`src/ssp_pkg.sv`:
```
// Constants and carrier types for the synchronous slave serial port.
// Assumes a byte-wide register port with three address bits.
package ssp_pkg;

  ////////////////////////////////////////////////////////////////////////////
  // Register offsets
  localparam logic [2:0] TX_CTRL_OFF = 3'h0;
  localparam logic [2:0] RX_CTRL_OFF = 3'h1;
  localparam logic [2:0] TXDAT_OFF = 3'h2;
  localparam logic [2:0] RXDAT_OFF = 3'h3;
  localparam logic [2:0] IEN_OFF   = 3'h4;
  localparam logic [2:0] IFLG_OFF  = 3'h5;
  localparam logic [2:0] ICTL_OFF  = 3'h6;
  localparam logic [2:0] BAUD_OFF  = 3'h7;

  ////////////////////////////////////////////////////////////////////////////
  // Field positions
  localparam int TX_CLKSRC_BIT   = 7;
  localparam int TX_NINE_EN_BIT  = 6;
  localparam int TX_EN_BIT       = 5;
  localparam int TX_SYNC_BIT     = 4;
  localparam int TX_TRMT_BIT     = 1;
  localparam int TX_NINE_DAT_BIT = 0;
  localparam int RC_PORT_EN_BIT  = 7;
  localparam int RC_NINE_EN_BIT  = 6;
  localparam int RC_SINGLE_BIT   = 5;
  localparam int RC_CONT_BIT     = 4;
  localparam int RC_OVERRUN_BIT  = 1;
  localparam int RC_NINE_DAT_BIT = 0;
  localparam int IE_RX_BIT       = 5;
  localparam int IE_TX_BIT       = 4;
  localparam int IF_RX_BIT       = 5;
  localparam int IF_TX_BIT       = 4;
  localparam int IC_GLOBAL_BIT   = 7;
  localparam int IC_PERIPH_BIT   = 6;
  localparam int BD_IDLE_BIT = 6;

  ////////////////////////////////////////////////////////////////////////////
  // Reset values and character sizes
  localparam logic [7:0] CTRL_RST   = 8'h00;
  localparam logic [3:0] BITS_SHORT = 4'h8;
  localparam logic [3:0] BITS_LONG  = 4'h9;
  localparam int         FIFO_DEPTH = 2;

  typedef struct packed {
    logic       ninth;
    logic [7:0] data;
  } ssp_char_t;

endpackage : ssp_pkg

```
`src/ssp_rx_fifo.sv`:
```
// Small receive queue of serial characters.
// Assumes push is never asserted while full; reset is synchronous.
`timescale 1ns/10ps
module ssp_rx_fifo #(
  parameter int DEPTH = 2
) (
  input  wire logic              ref_clk,
  input  wire logic              clr,
  input  wire logic              push,
  input  wire ssp_pkg::ssp_char_t push_char,
  input  wire logic              pop,
  output ssp_pkg::ssp_char_t     head_char,
  output logic                   empty,
  output logic                   full
);

  localparam int PW = (DEPTH > 1) ? $clog2(DEPTH) : 1;
  localparam int CW = $clog2(DEPTH + 1);

  ssp_pkg::ssp_char_t mem_reg [DEPTH];
  logic [PW-1:0]      wp_reg;
  logic [PW-1:0]      rp_reg;
  logic [CW-1:0]      cnt_reg;

  wire do_push = push && !full;
  wire do_pop  = pop && !empty;

  assign empty     = (cnt_reg == '0);
  assign full      = (cnt_reg == CW'(DEPTH));
  assign head_char = mem_reg[rp_reg];

  function automatic logic [PW-1:0] bump(input logic [PW-1:0] p);
    bump = (p == PW'(DEPTH - 1)) ? '0 : p + PW'(1);
  endfunction : bump

  always_ff @(posedge ref_clk) begin
    if (do_push) begin
      mem_reg[wp_reg] <= push_char;
    end
  end

  always_ff @(posedge ref_clk) begin
    if (clr) begin
      wp_reg  <= '0;
      rp_reg  <= '0;
      cnt_reg <= '0;
    end else begin
      if (do_push) wp_reg <= bump(wp_reg);
      if (do_pop) rp_reg <= bump(rp_reg);
      cnt_reg <= cnt_reg + CW'(do_push) - CW'(do_pop);
    end
  end

endmodule : ssp_rx_fifo

```
`src/ssp_slave_port.sv`:
```
// Synchronous slave serial port: registers, transmitter and receiver.
// Assumes the master drives the serial clock idle low; the pin inputs
// come from outside the clock domain and are synchronised here.
`timescale 1ns/10ps

module ssp_slave_port (
  input  wire logic       ref_clk,
  input  wire logic       rst_n,
  input  wire logic [2:0] reg_addr,
  input  wire logic [7:0] reg_wdata,
  input  wire logic       reg_wr,
  input  wire logic       reg_rd,
  output logic      [7:0] reg_rdata,
  input  wire logic       core_sleep,
  output logic            core_wake,
  output logic            irq_vector,
  input  wire logic       serial_clock_pin_in,
  output logic            serial_clock_pin_out,
  output logic            serial_clock_pin_oe,
  input  wire logic       serial_data_pin_in,
  output logic            serial_data_pin_out,
  output logic            serial_data_pin_oe
);

  ////////////////////////////////////////////////////////////////////////////
  // Control registers
  logic [7:0] tx_ctrl_reg;
  logic [7:0] rx_ctrl_reg;
  logic [7:0] ien_reg;
  logic [7:0] ictl_reg;
  logic [7:0] rdata_reg;
  logic       wake_reg;
  logic       vec_reg;

  wire wr_tx_ctrl = reg_wr && (reg_addr == ssp_pkg::TX_CTRL_OFF);
  wire wr_rx_ctrl = reg_wr && (reg_addr == ssp_pkg::RX_CTRL_OFF);
  wire wr_txdat   = reg_wr && (reg_addr == ssp_pkg::TXDAT_OFF);
  wire wr_ien     = reg_wr && (reg_addr == ssp_pkg::IEN_OFF);
  wire wr_ictl    = reg_wr && (reg_addr == ssp_pkg::ICTL_OFF);
  wire rd_rxdat   = reg_rd && (reg_addr == ssp_pkg::RXDAT_OFF);

  wire clk_src_sel  = tx_ctrl_reg[ssp_pkg::TX_CLKSRC_BIT];
  wire tx_nine_en   = tx_ctrl_reg[ssp_pkg::TX_NINE_EN_BIT];
  wire tx_en        = tx_ctrl_reg[ssp_pkg::TX_EN_BIT];
  wire sync_mode    = tx_ctrl_reg[ssp_pkg::TX_SYNC_BIT];
  wire tx_nine_dat  = tx_ctrl_reg[ssp_pkg::TX_NINE_DAT_BIT];
  wire port_en      = rx_ctrl_reg[ssp_pkg::RC_PORT_EN_BIT];
  wire rx_nine_en   = rx_ctrl_reg[ssp_pkg::RC_NINE_EN_BIT];
  wire single_rx_en = rx_ctrl_reg[ssp_pkg::RC_SINGLE_BIT];
  wire cont_rx_en   = rx_ctrl_reg[ssp_pkg::RC_CONT_BIT];
  wire rx_irq_en    = ien_reg[ssp_pkg::IE_RX_BIT];
  wire tx_irq_en    = ien_reg[ssp_pkg::IE_TX_BIT];
  wire glob_irq_en  = ictl_reg[ssp_pkg::IC_GLOBAL_BIT];
  wire per_irq_en   = ictl_reg[ssp_pkg::IC_PERIPH_BIT];

  // Slave only when clocked mode, port enabled and clock from outside
  wire slave_on = port_en && sync_mode && !clk_src_sel;
  wire port_clr = !rst_n || !port_en;
  wire tx_mode  = slave_on && !cont_rx_en && !single_rx_en;
  wire rx_mode  = slave_on && cont_rx_en;

  always_ff @(posedge ref_clk) begin
    if (!rst_n) begin
      tx_ctrl_reg <= ssp_pkg::CTRL_RST;
      rx_ctrl_reg <= ssp_pkg::CTRL_RST;
      ien_reg     <= ssp_pkg::CTRL_RST;
      ictl_reg    <= ssp_pkg::CTRL_RST;
    end else begin
      if (wr_tx_ctrl) tx_ctrl_reg <= reg_wdata;
      if (wr_rx_ctrl) rx_ctrl_reg <= reg_wdata;
      if (wr_ien) ien_reg <= reg_wdata;
      if (wr_ictl) ictl_reg <= reg_wdata;
    end
  end

  ////////////////////////////////////////////////////////////////////////////
  // Pin synchronisers and serial clock edges
  logic sck_meta_reg;
  logic sck_sync_reg;
  logic sck_prev_reg;
  logic sdi_meta_reg;
  logic sdi_sync_reg;

  always_ff @(posedge ref_clk) begin
    if (!rst_n) begin
      sck_meta_reg <= 1'b0;
      sck_sync_reg <= 1'b0;
      sck_prev_reg <= 1'b0;
      sdi_meta_reg <= 1'b0;
      sdi_sync_reg <= 1'b0;
    end else begin
      sck_meta_reg <= serial_clock_pin_in;
      sck_sync_reg <= sck_meta_reg;
      sck_prev_reg <= sck_sync_reg;
      sdi_meta_reg <= serial_data_pin_in;
      sdi_sync_reg <= sdi_meta_reg;
    end
  end

  // Leading edge rises, trailing edge falls
  wire sck_lead  = sck_sync_reg && !sck_prev_reg;
  wire sck_trail = !sck_sync_reg && sck_prev_reg;

  ////////////////////////////////////////////////////////////////////////////
  // Transmitter: holding register and shifter
  ssp_pkg::ssp_char_t hold_reg;
  logic               hold_full_reg;
  logic [8:0]         tx_shift_reg;
  logic [3:0]         tx_cnt_reg;
  logic               tsr_busy_reg;
  logic               sdo_reg;
  logic               sdo_oe_reg;

  wire [3:0] tx_bits  = tx_nine_en ? ssp_pkg::BITS_LONG : ssp_pkg::BITS_SHORT;
  wire       tx_load  = tx_mode && tx_en && hold_full_reg && !tsr_busy_reg;
  wire       tx_shift = tsr_busy_reg && sck_lead && (tx_cnt_reg < tx_bits);
  wire       tx_done  = tsr_busy_reg && sck_trail && (tx_cnt_reg == tx_bits);
  wire       tx_flag  = !hold_full_reg;

  always_ff @(posedge ref_clk) begin
    if (port_clr) begin
      hold_reg      <= '0;
      hold_full_reg <= 1'b0;
    end else if (wr_txdat) begin
      hold_reg      <= '{ninth: tx_nine_dat, data: reg_wdata};
      hold_full_reg <= 1'b1;
    end else if (tx_load) begin
      hold_full_reg <= 1'b0;
    end
  end

  always_ff @(posedge ref_clk) begin
    if (port_clr || !tx_mode) begin
      tx_shift_reg <= '0;
      tx_cnt_reg   <= '0;
      tsr_busy_reg <= 1'b0;
    end else if (tx_load) begin
      tx_shift_reg <= {hold_reg.ninth, hold_reg.data};
      tx_cnt_reg   <= '0;
      tsr_busy_reg <= 1'b1;
    end else if (tx_shift) begin
      tx_shift_reg <= {1'b0, tx_shift_reg[8:1]};
      tx_cnt_reg   <= tx_cnt_reg + 4'h1;
    end else if (tx_done) begin
      tsr_busy_reg <= 1'b0;
    end
  end

  always_ff @(posedge ref_clk) begin
    if (port_clr) begin
      sdo_reg    <= 1'b0;
      sdo_oe_reg <= 1'b0;
    end else begin
      sdo_oe_reg <= tx_mode && tx_en;
      if (tx_shift) sdo_reg <= tx_shift_reg[0];
    end
  end

  ////////////////////////////////////////////////////////////////////////////
  // Receiver: shifter, overrun and queue
  logic [8:0]         rx_shift_reg;
  logic [3:0]         rx_cnt_reg;
  logic               overrun_reg;
  ssp_pkg::ssp_char_t rx_char;
  ssp_pkg::ssp_char_t head_char;
  logic               fifo_empty;
  logic               fifo_full;

  wire [3:0] rx_bits  = rx_nine_en ? ssp_pkg::BITS_LONG : ssp_pkg::BITS_SHORT;
  wire       rx_on    = rx_mode && !overrun_reg;
  wire       rx_take  = rx_on && sck_trail;
  wire       rx_last  = rx_take && (rx_cnt_reg == rx_bits - 4'h1);
  wire       rx_push  = rx_last && !fifo_full;
  wire       rx_ovf   = rx_last && fifo_full;
  wire       rx_pop   = rd_rxdat && !fifo_empty;
  wire       rx_flag  = !fifo_empty;

  // Completed character, LSB first
  assign rx_char = rx_nine_en ? '{ninth: sdi_sync_reg, data: rx_shift_reg[8:1]}
                   : '{ninth: 1'b0, data: {sdi_sync_reg, rx_shift_reg[8:2]}};

  always_ff @(posedge ref_clk) begin
    if (port_clr || !rx_mode) begin
      rx_shift_reg <= '0;
      rx_cnt_reg   <= '0;
    end else if (rx_last) begin
      rx_shift_reg <= '0;
      rx_cnt_reg   <= '0;
    end else if (rx_take) begin
      rx_shift_reg <= {sdi_sync_reg, rx_shift_reg[8:1]};
      rx_cnt_reg   <= rx_cnt_reg + 4'h1;
    end
  end

  always_ff @(posedge ref_clk) begin
    if (port_clr || !cont_rx_en) begin
      overrun_reg <= 1'b0;
    end else if (rx_ovf) begin
      overrun_reg <= 1'b1;
    end
  end

  ssp_rx_fifo #(
    .DEPTH     (ssp_pkg::FIFO_DEPTH)
  ) u_rx_fifo (
    .ref_clk   (ref_clk),
    .clr       (port_clr),
    .push      (rx_push),
    .push_char (rx_char),
    .pop       (rx_pop),
    .head_char (head_char),
    .empty     (fifo_empty),
    .full      (fifo_full)
  );

  ////////////////////////////////////////////////////////////////////////////
  // Read mux
  logic [7:0] rd_mux;

  always_comb begin
    rd_mux = 8'h00;
    unique case (reg_addr)
      ssp_pkg::TX_CTRL_OFF: begin
        rd_mux = tx_ctrl_reg;
        rd_mux[ssp_pkg::TX_TRMT_BIT] = !tsr_busy_reg;
      end
      ssp_pkg::RX_CTRL_OFF: begin
        rd_mux = rx_ctrl_reg;
        rd_mux[3:2] = 2'h0;
        rd_mux[ssp_pkg::RC_OVERRUN_BIT]  = overrun_reg;
        rd_mux[ssp_pkg::RC_NINE_DAT_BIT] = head_char.ninth;
      end
      ssp_pkg::TXDAT_OFF: rd_mux = 8'h00;
      ssp_pkg::RXDAT_OFF: rd_mux = head_char.data;
      ssp_pkg::IEN_OFF: begin
        rd_mux[ssp_pkg::IE_RX_BIT] = rx_irq_en;
        rd_mux[ssp_pkg::IE_TX_BIT] = tx_irq_en;
      end
      ssp_pkg::IFLG_OFF: begin
        rd_mux[ssp_pkg::IF_RX_BIT] = rx_flag;
        rd_mux[ssp_pkg::IF_TX_BIT] = tx_flag;
      end
      ssp_pkg::ICTL_OFF: begin
        rd_mux[ssp_pkg::IC_GLOBAL_BIT] = glob_irq_en;
        rd_mux[ssp_pkg::IC_PERIPH_BIT] = per_irq_en;
      end
      ssp_pkg::BAUD_OFF: rd_mux[ssp_pkg::BD_IDLE_BIT] = (rx_cnt_reg == 4'h0);
    endcase
  end

  always_ff @(posedge ref_clk) begin
    if (!rst_n) begin
      rdata_reg <= 8'h00;
    end else if (reg_rd) begin
      rdata_reg <= rd_mux;
    end else begin
      rdata_reg <= 8'h00;
    end
  end

  ////////////////////////////////////////////////////////////////////////////
  // Wake and interrupt requests to the core
  wire rx_req = rx_flag && rx_irq_en;
  wire tx_req = tx_flag && tx_irq_en && per_irq_en;

  always_ff @(posedge ref_clk) begin
    if (!rst_n) begin
      wake_reg <= 1'b0;
      vec_reg  <= 1'b0;
    end else begin
      wake_reg <= core_sleep && (rx_req || tx_req);
      vec_reg  <= (rx_req || tx_req) && per_irq_en && glob_irq_en;
    end
  end

  ////////////////////////////////////////////////////////////////////////////
  // Outputs
  assign reg_rdata            = rdata_reg;
  assign core_wake            = wake_reg;
  assign irq_vector           = vec_reg;
  assign serial_clock_pin_out = 1'b0;
  assign serial_clock_pin_oe  = 1'b0;
  assign serial_data_pin_out  = sdo_reg;
  assign serial_data_pin_oe   = sdo_oe_reg;

endmodule : ssp_slave_port

```
`config.mk`:
```
export PLATFORM = sky130hd
export DESIGN_NAME = ssp_slave_port
export DESIGN_NICKNAME = d
export VERILOG_FILES = /design/src/ssp_pkg.sv /design/src/ssp_rx_fifo.sv /design/src/ssp_slave_port.sv
export SDC_FILE = /design/constraint.sdc
export NUM_CORES = 1
export LEC_CHECK = 0
export BUFFER_PORTS_ARGS = -buffer_cell sky130_fd_sc_hd__clkbuf_2
export CAP_MARGIN = 20
export CORE_UTILIZATION = 55
export CTS_BUF_LIST = sky130_fd_sc_hd__clkbuf_4 sky130_fd_sc_hd__clkbuf_8
export DETAILED_ROUTE_END_ITERATION = 7
export PLACE_DENSITY = 0.74
export SLEW_MARGIN = 30
export SYNTH_ARGS = -nofsm -noshare
export SYNTH_HDL_FRONTEND = slang
export SYNTH_HIERARCHICAL = 1
export SYNTH_SLANG_ARGS = --single-unit
```
`constraint.sdc`:
```
create_clock -name ref_clk -period 4 [get_ports ref_clk]
set_input_delay 0.4 -clock ref_clk [delete_from_list [all_inputs] [get_ports ref_clk]]
set_output_delay 0.4 -clock ref_clk [all_outputs]
set_load 0.01 [all_outputs]
```
==> results.toml <==
[status]
status = "completed"

[grt]
grt_pass1_wl_um = 13320
antenna_found_initial = 0
grt_usage_pct = 23.30
grt_max_degree = 28
overflow = 0
grt_pass1_vias = 2762

[drt]
finalWirelength_um = 7903
viasPerCell = 5.585
drtPass1Iterations = 5
drtAntennaViolNets = 0
wl_per_cell_um = 15.20
route.detailed.drc = 0
num_vias = 2904
drt-initial-drc-count = 206

[clock_network]
clk_latency_ns = 0.37
cts_tree = "built"
cts.htree.levels = 3
cts_buffers = 9
holdBufCountCts = 0
post_cts_resize_count = 0
cts_root_buffer = "clkbuf_8"
clk_pin_slew_ns = 0.09
post_cts_buffers = 0
clock-sinks = 92
cts_buffer_depth = 2

[placed_design]
io_buffers = 29
gp_congestion = 0.8311
placed_cells = 504
dpl.hpwl_um = 5626

[run]
drv_cap = 0

[sta]
fin_tns_setup_ns = 0
max_freq_mhz = 348.0
setup_viol = 0
rsz0062_at_grt = "no"
clock_skew_ns = 0.01460
tightest_slew_ns = 0.7189
hold_viol_final = 0
drv_slew = 0
fin_crit_ns = 2.874
fin_crit_sh_pct = 71.84
maxSlewHeadroom_pct = 51.81

[setup_path]
crit_fanout = 12
r2r_cells = 6
worstPathArrival_ns = 2.90
r2r_end = "u_rx_fifo/mem_reg[0][1]"
r2r_slack_ns = 1.13
cp-start-kind = "register"
r2r-start = "rx_ctrl_reg[4]"
critPathRequiredTime_ns = 4.03
critPathCaptureType = "register"
crit_type = "register to register"

[floorplanning]
initial_utilization_pct = 57.81
placementRows = 30
die_x_um = 87.20
fp.dieH_um = 87.20
io_pins = 32
die_area_mm2 = 0.007604
core-area_mm2 = 0.006907

[layout]
largest_reg_flops = 18
syn_to_final_growth_pct = 9.276
drive_gt1_share_pct = 19.10
antenna_cells = 0
post-route-util_pct = 63.17
nNetsFinal = 443
final_cells = 520

[logic_synthesis]
yosysWarnings = 6
syn_avg_cell_area_um2 = 10.06
syn_area_mm2 = 0.003993
synthDistinctLibCells = 57
yosysSeqAreaShare_pct = 50.64
syn_inst = 397
synth-async-reset-ratio_pct = 0
synthFlopType = "dfxtp_1"
synth_seq_cells = 92
synth_edf_count = 18

[power_and_ir_drop]
power_density_mw_per_mm2 = 376.0
p_leak_nw = 1.470
ir_drop_uv = 181.8

[hold_path]
worstHoldStart = "serial_data_pin_in"
hold_end = "sdi_meta_reg"
hold_path_class = "primary input to register"
hold_depth = 2
## report_power, final
group | switching [mW] | internal (mW) | total, mW
logic | 0.0381 | 0.0233 | 0.0613
registers | 0.00576 | 0.947 | 0.953
clock network | 0.334 | 0.292 | 0.626
total | 0.378 | 1.26 | 1.64
## worst max-delay path by stage
stage	to	startpoint	slack (ns)	depth (start not counted)
finish	u_rx_fifo/mem_reg[0][1]	rx_ctrl_reg[4]	1.13	6
global route	u_rx_fifo/mem_reg[0][1]	rx_ctrl_reg[4]	0.86	6
CTS	u_rx_fifo/mem_reg[0][1]	rx_ctrl_reg[4]	1.16	6
detailed placement	u_rx_fifo/mem_reg[0][1]	rx_ctrl_reg[4]	1.17	6
global placement	u_rx_fifo/mem_reg[0][1]	rx_ctrl_reg[4]	1.27	6
floorplan	u_rx_fifo/cnt_reg[1]	rx_ctrl_reg[4]	1.65	13
## cells in the mapped netlist (2+ instances only)
| library cell | number | area share [%] |
|---|---|---|
| xor2_1 | 4 | 0.88 |
| nand3_1 | 17 | 2.1 |
| a21boi_0 | 5 | 0.94 |
| a21boi_2 | 9 | 2.5 |
| xnor2_1 | 3 | 0.66 |
| nor2_1 | 29 | 2.7 |
| a22oi_1 | 10 | 1.9 |
| ha_1 | 6 | 1.9 |
| edfxtp_1 | 18 | 14 |
| or3_1 | 2 | 0.31 |
| mux2i_1 | 21 | 5.3 |
| a21boi_1 | 3 | 0.56 |
| and3_1 | 4 | 0.63 |
| mux2_1 | 5 | 1.4 |
| a211oi_1 | 3 | 0.56 |
| nor3b_1 | 5 | 0.94 |
| nand2b_1 | 2 | 0.31 |
| and2_1 | 10 | 1.6 |
| buf_1 | 3 | 0.28 |
| buf_6 | 2 | 0.56 |
| clkbuf_1 | 6 | 0.56 |
| nand3b_1 | 3 | 0.56 |
| inv_1 | 10 | 0.94 |
| nor2b_1 | 11 | 1.7 |
| buf_4 | 3 | 0.56 |
| buf_2 | 8 | 1.0 |
| mux2_2 | 13 | 3.7 |
| nand2_1 | 51 | 4.8 |
| nor3_1 | 2 | 0.25 |
| dfxtp_1 | 74 | 37 |
| o21ai_0 | 5 | 0.63 |
| a21oi_1 | 24 | 3.0 |
| nor3_2 | 2 | 0.50 |
## worst max-delay path, cell delays in order, from the launching register on
cell and delay (ns):
dfxtp_1 0.50, and4b_2 0.33, and2_1 0.55, nor3b_1 0.38, inv_1 0.09, or3_1 0.37
inv_1 0.32
## final cells by class
cell class              instances  area (um^2)
fillers                       588         2544
flip-flops and latches         92         2022
multi-input cells             272         1810
repair buffers                 32        167.7
clock buffers                   9        123.9
well taps                      96        120.1
clock inverters                 7        73.82
inverters                      12        45.04
## stage by stage
step / hold slack (ns) / total power [mW] / instance area, um^2 / setup WS (ns)
floorplan: 0.4119 / 1.014 / 3996 / 1.652
detailed placement: 0.4227 / 1.036 / 4165 / 1.166
CTS: 0.2295 / 1.654 / 4363 / 1.158
finish: 0.2389 / 1.641 / 4363 / 1.127
global placement: 0.4150 / 1.034 / 4165 / 1.266
global route: 0.2417 / 1.694 / 4363 / 0.8628
## per-layer routing
| layer | part of all wire, % | global-route usage (%) |
|---|---|---|
| met5 | 0 | 0 |
| met4 | 1.9 | 10.28 |
| met3 | 4.1 | 4.360 |
| met2 | 45 | 35.79 |
| met1 | 49 | 32.12 |
## layout by cell type (no fill, tap or decap), types with 3 or more instances in the layout
cell / instances
and2_1: 10
a22oi_1: 10
edfxtp_1: 18
ha_1: 6
a21boi_0: 5
nand3b_1: 3
o21ai_0: 5
a21boi_1: 3
a21oi_1: 24
xnor2_1: 3
buf_4: 3
nor3b_1: 5
a211oi_1: 3
dfxtp_1: 74
clkbuf_8: 9
inv_1: 10
nand3_1: 17
and3_1: 4
nor2b_1: 11
a21boi_2: 9
mux2_1: 5
mux2_2: 13
mux2i_1: 21
clkbuf_2: 29
nand2_1: 51
nor2_1: 29
xor2_1: 4
## cells by family after synthesis
| logic type | synth area share [%] |
|---|---|
| simple gates | 19.49 |
| flops | 50.64 |
| fa+ha+maj | 1.880 |
| other cells | 0.09392 |
| compound gates | 11.91 |
| xor+xnor | 1.536 |
| buf+inv | 4.105 |
| mux | 10.34 |
Power figures use the tool's default switching activity.
